`config.mk`:
```
export PLATFORM = sky130hd
export DESIGN_NAME = pcfg_port0
export DESIGN_NICKNAME = d
export VERILOG_FILES = /design/src/pcfg_pkg.sv /design/src/pcfg_port0.sv
export VERILOG_INCLUDE_DIRS = /design/src
export SDC_FILE = /design/constraint.sdc
export NUM_CORES = 1
export LEC_CHECK = 0
export BUFFER_PORTS_ARGS = -buffer_cell sky130_fd_sc_hd__clkbuf_2
export CELL_PAD_IN_SITES_DETAIL_PLACEMENT = 2
export CELL_PAD_IN_SITES_GLOBAL_PLACEMENT = 2
export CORE_MARGIN = 2
export CORE_UTILIZATION = 32
export CTS_BUF_LIST = sky130_fd_sc_hd__clkbuf_8
export DETAILED_ROUTE_END_ITERATION = 8
export GPL_TIMING_DRIVEN = 0
export PLACE_DENSITY = 0.92
export SKIP_LAST_GASP = 1
export SYNTH_ARGS = -nofsm -noshare
export SYNTH_HDL_FRONTEND = slang
export SYNTH_SLANG_ARGS = --single-unit
```
`constraint.sdc`:
```
create_clock -name clk_in -period 1.77 [get_ports clk_in]
set_input_delay 0.177 -clock clk_in [delete_from_list [all_inputs] [get_ports clk_in]]
set_output_delay 0.177 -clock clk_in [all_outputs]
set_load 0.05 [all_outputs]
```
`src/pcfg_cfg.svh`:
```
// Addresses, reset values and field codes of the port 0 pin configuration block.
// Assumes an 8-bit register address space in which the two registers sit side by side.
`ifndef PCFG_CFG_SVH
`define PCFG_CFG_SVH

`define PCFG_ADDR_CONFIG_LOW 8'hE1
`define PCFG_ADDR_PULLUP     8'hE2
`define PCFG_RESET_VAL       8'h00
`define PCFG_READ_IDLE       8'h00
`define PCFG_LOW_PINS        4
`define PCFG_ALL_PINS        8
`define PCFG_FIELD_W         2
`define PCFG_CODE_SCHMITT    2'h0
`define PCFG_CODE_ALT2       2'h1
`define PCFG_CODE_ANALOG     2'h2
`define PCFG_CODE_PUSHPULL   2'h3
`define PCFG_ALT2_PIN        0

`endif

```
`src/pcfg_pkg.sv`:
```
// Types shared by the port 0 pin configuration block.
// Assumes nothing beyond a SystemVerilog compiler.
`default_nettype none
package pcfg_pkg;
   // Decoded mode of one lower pin
   typedef enum logic [2:0] {
      PCFG_MODE_SCHMITT,
      PCFG_MODE_UNUSED,
      PCFG_MODE_ALT_ANALOG,
      PCFG_MODE_ALT_SECOND,
      PCFG_MODE_PUSH_PULL
   } pcfg_mode_t;

   // Per-pin controls handed to the pad
   typedef struct packed {
      logic drive_en;
      logic analog_sel;
      logic alt2_sel;
      logic schmitt_en;
   } pcfg_pin_ctl_t;
endpackage
`default_nettype wire

```
`src/pcfg_port0.sv`:
```
// Port 0 lower-pin configuration and pull-up control.
// Assumes a single 25 MHz clock, synchronous active-low reset and a master that never overlaps strobes.
// Contract
// - A read-write 8-bit low configuration register holds one 2-bit field per lower pin and resets to zero.
// - Each field decodes 00 to Schmitt input, 10 to analog alternative function and 11 to push-pull output.
// - A read-write 8-bit pull-up enable register has one bit per pin, 1 enabling, and resets to zero.
// - A pin in push-pull output or an alternative function has its pull-up forced off; pull-ups of upper pins 4 to 7 follow their enable bits alone.
//
// The strobed register port was chosen for this implementation.
`include "pcfg_cfg.svh"
`default_nettype none
module pcfg_port0 (
   input  wire logic                              clk_in,
   input  wire logic                              rst_n_in,
   input  wire logic [7:0]                        addr_in,
   input  wire logic [7:0]                        wdata_in,
   input  wire logic                              wr_in,
   input  wire logic                              rd_in,
   output var  logic [7:0]                        rdata_out,
   output var  pcfg_pkg::pcfg_pin_ctl_t [3:0]     pin_ctl_out,
   output var  logic [7:0]                        pullup_out
);

   logic [7:0]                    cfg_ff;
   logic [7:0]                    nxt_cfg;
   logic [7:0]                    pu_ff;
   logic [7:0]                    nxt_pu;
   logic [7:0]                    nxt_rdata;
   logic [7:0]                    nxt_pullup;
   pcfg_pkg::pcfg_pin_ctl_t [3:0] nxt_pin_ctl;
   pcfg_pkg::pcfg_mode_t [3:0]    pin_mode;
   logic [3:0]                    pu_block;

   // Register file
   always_comb begin
      nxt_cfg   = cfg_ff;
      nxt_pu    = pu_ff;
      nxt_rdata = `PCFG_READ_IDLE;
      if (wr_in) begin
         if (addr_in == `PCFG_ADDR_CONFIG_LOW) begin
            nxt_cfg = wdata_in;
         end
         if (addr_in == `PCFG_ADDR_PULLUP) begin
            nxt_pu = wdata_in;
         end
      end
      if (rd_in) begin
         case (addr_in)
            `PCFG_ADDR_CONFIG_LOW: nxt_rdata = cfg_ff;
            `PCFG_ADDR_PULLUP:     nxt_rdata = pu_ff;
            default:               nxt_rdata = `PCFG_READ_IDLE;
         endcase
      end
   end

   // Decode works on the next values so pad controls move on the same edge as the register
   genvar g;
   generate
      for (g = 0; g < `PCFG_LOW_PINS; g++) begin : g_pin
         always_comb begin
            case (nxt_cfg[`PCFG_FIELD_W*g+`PCFG_FIELD_W-1 -: `PCFG_FIELD_W])
               `PCFG_CODE_SCHMITT:  pin_mode[g] = pcfg_pkg::PCFG_MODE_SCHMITT;
               `PCFG_CODE_ANALOG:   pin_mode[g] = pcfg_pkg::PCFG_MODE_ALT_ANALOG;
               `PCFG_CODE_PUSHPULL: pin_mode[g] = pcfg_pkg::PCFG_MODE_PUSH_PULL;
               `PCFG_CODE_ALT2: begin
                  // Only pin 0 has a second function; elsewhere the code acts as Schmitt input
                  if (g == `PCFG_ALT2_PIN) begin
                     pin_mode[g] = pcfg_pkg::PCFG_MODE_ALT_SECOND;
                  end else begin
                     pin_mode[g] = pcfg_pkg::PCFG_MODE_UNUSED;
                  end
               end
               default:             pin_mode[g] = pcfg_pkg::PCFG_MODE_SCHMITT;
            endcase
            nxt_pin_ctl[g].drive_en   = (pin_mode[g] == pcfg_pkg::PCFG_MODE_PUSH_PULL);
            nxt_pin_ctl[g].analog_sel = (pin_mode[g] == pcfg_pkg::PCFG_MODE_ALT_ANALOG);
            nxt_pin_ctl[g].alt2_sel   = (pin_mode[g] == pcfg_pkg::PCFG_MODE_ALT_SECOND);
            nxt_pin_ctl[g].schmitt_en = (pin_mode[g] == pcfg_pkg::PCFG_MODE_SCHMITT) ||
                                        (pin_mode[g] == pcfg_pkg::PCFG_MODE_UNUSED);
            pu_block[g] = nxt_pin_ctl[g].drive_en || nxt_pin_ctl[g].analog_sel ||
                          nxt_pin_ctl[g].alt2_sel;
            nxt_pullup[g] = nxt_pu[g] && !pu_block[g];
         end
      end
      // Upper pins are configured elsewhere; their pull-ups follow the enable bits alone
      for (g = `PCFG_LOW_PINS; g < `PCFG_ALL_PINS; g++) begin : g_upper
         always_comb begin
            nxt_pullup[g] = nxt_pu[g];
         end
      end
   endgenerate

   always_ff @(posedge clk_in) begin
      if (!rst_n_in) begin
         cfg_ff      <= `PCFG_RESET_VAL;
         pu_ff       <= `PCFG_RESET_VAL;
         rdata_out   <= `PCFG_READ_IDLE;
         pullup_out  <= `PCFG_RESET_VAL;
         pin_ctl_out <= '0;
      end else begin
         cfg_ff      <= nxt_cfg;
         pu_ff       <= nxt_pu;
         rdata_out   <= nxt_rdata;
         pullup_out  <= nxt_pullup;
         pin_ctl_out <= nxt_pin_ctl;
      end
   end
endmodule
`default_nettype wire

```
==> impl_metrics.toml <==
[outcome]
status = "complete, no violations"

[routing]
routed_wl_um = 4800
vias_per_cell = 4.81
met3_length_um = 168
postRouteAntennaNets = 0
drt_first_pass_iters = 4
met1_length_um = 1850
wl_per_cell_um = 16.7
drc = 0
wl_met2_um = 2730
drt_iter0_markers = 44
top_layer = "met4"
num_vias = 1386

[floorplan]
die_w_um = 76.3
initial_core_util_pct = 32.9
fp.dieH_um = 76.3
die_area_um2 = 5820
num_rows = 26
io_pins = 52
core_um2 = 5070

[setup_path]
cp-start-kind = "primary input"
reg2reg_depth = 3
crit_slowest_cell = "nand4_2"
slowest_delay_ps = 450
reg2reg_slack_ps = 680
crit_path_end_kind = "register"
reg2reg_to = "pullup_out[0]"
r2r_start = "cfg_ff[1]"
path_max_fanout = 8
crit_family = "simple AND/OR/NAND/NOR gates"
critical_path.cell_chain = "clkbuf_2 -> nor4b_4 -> nand4_2 -> mux2i_1 -> and2b_2"
cp.arrival_ps = 1720
required_ps = 1960
crit_buf_inv = 1
worstSetupPathType = "primary input to register"

[job]
maxCapViolCount = 0

[sta]
period_share_pct = 86.0
final.setup.worst_slack_ps = 248
fin_skew_ps = 3.48
min_period_ps = 1520
max_freq_mhz = 657
setup_violations = 0
rsz0062_at_grt = "false"
hold_violations = 0
relSlewSlack_pct = 66.3
drv_slew = 0
tightest_slew_ps = 505

[grt]
grt_pass1_vias = 1552
grt_max_degree = 14
overflow = 0
grt_use_total_pct = 17.5
grt_pass1_wl_um = 7950
antenna_found_initial = 0

[pwr]
powerDensity_nw_per_um2 = 817
peakVddDrop_mv = 0.241
leakage_nw = 0.928
total_power_w = 0.00172

[worst_hold_path]
worstHoldPathCells = 3
hold_end = "cfg_ff[2]"
hold_path.class = "primary input to register"
hp-start = "wdata_in[2]"

[synthesis]
synthXorXnorAreaFrac_pct = 0
synth_seq_cells = 44
synth.avg_cell_area_um2 = 10.6
yosysUniqueCellTypes = 24
synth_mux_area_share_pct = 7.26
ys_warn_count = 0
ys_seq_area_share_pct = 52.7
ys_top_cells_by_area = "dfxtp_1, mux2i_1, nand3b_1, a21boi_0, a22oi_1"
synth_compound_area_share_pct = 9.88
synth_top_area_share_pct = 52.7
synth.cell_area_um2 = 1670
synth_top_area_cell = "dfxtp_1"
synth_top_family_by_area = "simple AND/OR/NAND/NOR gates"
synthAdderAreaFrac_pct = 0
synth_simple_gate_area_share_pct = 25.3
synthCells = 158

[clocking]
cts_tree = "built"
clock-sinks = 44
cts_resized = 0
numCtsBuffers = 5
clock_latency_ps = 290
clkTransAtPathRegs_ps = 80
ctsHoldBuffers = 0
cts_root_buffer = "clkbuf_8"
clock_path_buffers = 2
postCtsSetupRepairBufs = 0
cts_htree_levels = 2

[place]
pre_cts_slack_ps = -43.4
gp_congestion = 0.765
io_buffers = 51
place_inst = 281
dp_hpwl_um = 3440

[final_layout]
layout_common_cells = "clkbuf_2, dfxtp_1, mux2i_1, nand2_1"
layout_commonest_cell = "clkbuf_2"
final_nets = 238
synthToLayoutAreaGrowth_pct = 25.8
antenna_cells = 0
stdcell_count = 288
drive_gt1_share_pct = 35.3
logic make-up (layout without fill, tap and decap cells):
family | count (synthesis) | count (layout)
AOI/OAI and AO/OA | 22 | 22
buffers and inverters | 12 | 70
DFF | 44 | 44
other | 1 | 3
and+or+nand+nor | 67 | 67
muxes | 12 | 12
flip-flops by register name (all words and copies together), names as in the netlist:
signal       cells
rdata_out        8
pin_ctl_out     16
cfg_ff           8
pu_ff            4
pullup_out       8
cells in the mapped netlist, drive strengths merged:
cell type and number:
nand4 2, nand3 8, nand3b 10, and3b 4, nand2 11, mux2 1, and2 5, mux2i 11
dfxtp 44, a21boi 14, and2b 4, nor4b 1, nor2 10, and3 2, and4 1, buf 5
clkbuf 7, a22oi 8, conb 1, nor2b 9
stage by stage:
stage | utilization, % | hold WS, ps | cell area (µm²) | setup TNS (ps)
after floorplan | - | 324 | 1680 | 0
after global placement | 39.8 | 463 | 2020 | 0
after detailed placement | 39.8 | 484 | 2020 | -164
after CTS | 41.4 | 172 | 2100 | 0
after global routing | 41.4 | 178 | 2100 | 0
final | 41.4 | 175 | 2100 | 0
area by class of cell:
| class | instances | area, µm² |
|---|---|---|
| flip-flops and latches | 44 | 881 |
| repair buffers | 51 | 255 |
| plain buffers | 12 | 77.6 |
| clock inverters | 2 | 12.5 |
| clock buffers | 5 | 68.8 |
| well taps | 70 | 87.6 |
| multi-input cells | 104 | 721 |
| fillers | 586 | 2970 |
metal layers:
layer,track usage [%],up-vias
li1,-,653
met1,18.7,693
met2,33.9,36
met3,4.62,4
met4,4.36,0
met5,0,-
worst max path at each step:
stage	from	endpoint	slack [ps]	cells past startpoint
5_1_grt	addr_in[4]	pullup_out[0]	160	5
3_5_place_dp	addr_in[4]	pullup_out[0]	-40	5
4_1_cts	addr_in[4]	pullup_out[0]	240	5
6_report	addr_in[4]	pu_ff[1]	250	5
3_3_place_gp	addr_in[4]	pu_ff[1]	8	5
2_1_floorplan	addr_in[4]	pullup_out[0]	260	5
where the power goes:
group	switching (W)	internal (W)	leakage [nW]
clock network	0.000335	0.000267	0.0400
logic	0.0000771	0.0000382	0.531
registers	0.00000269	0.000998	0.357
worst reg2reg max path, cell delays in order (launching register included):
cell	delay (ps)
dfxtp_1	430
nor2_1	70
mux2_2	270
and3b_2	210
Power figures use the tool's default switching activity.
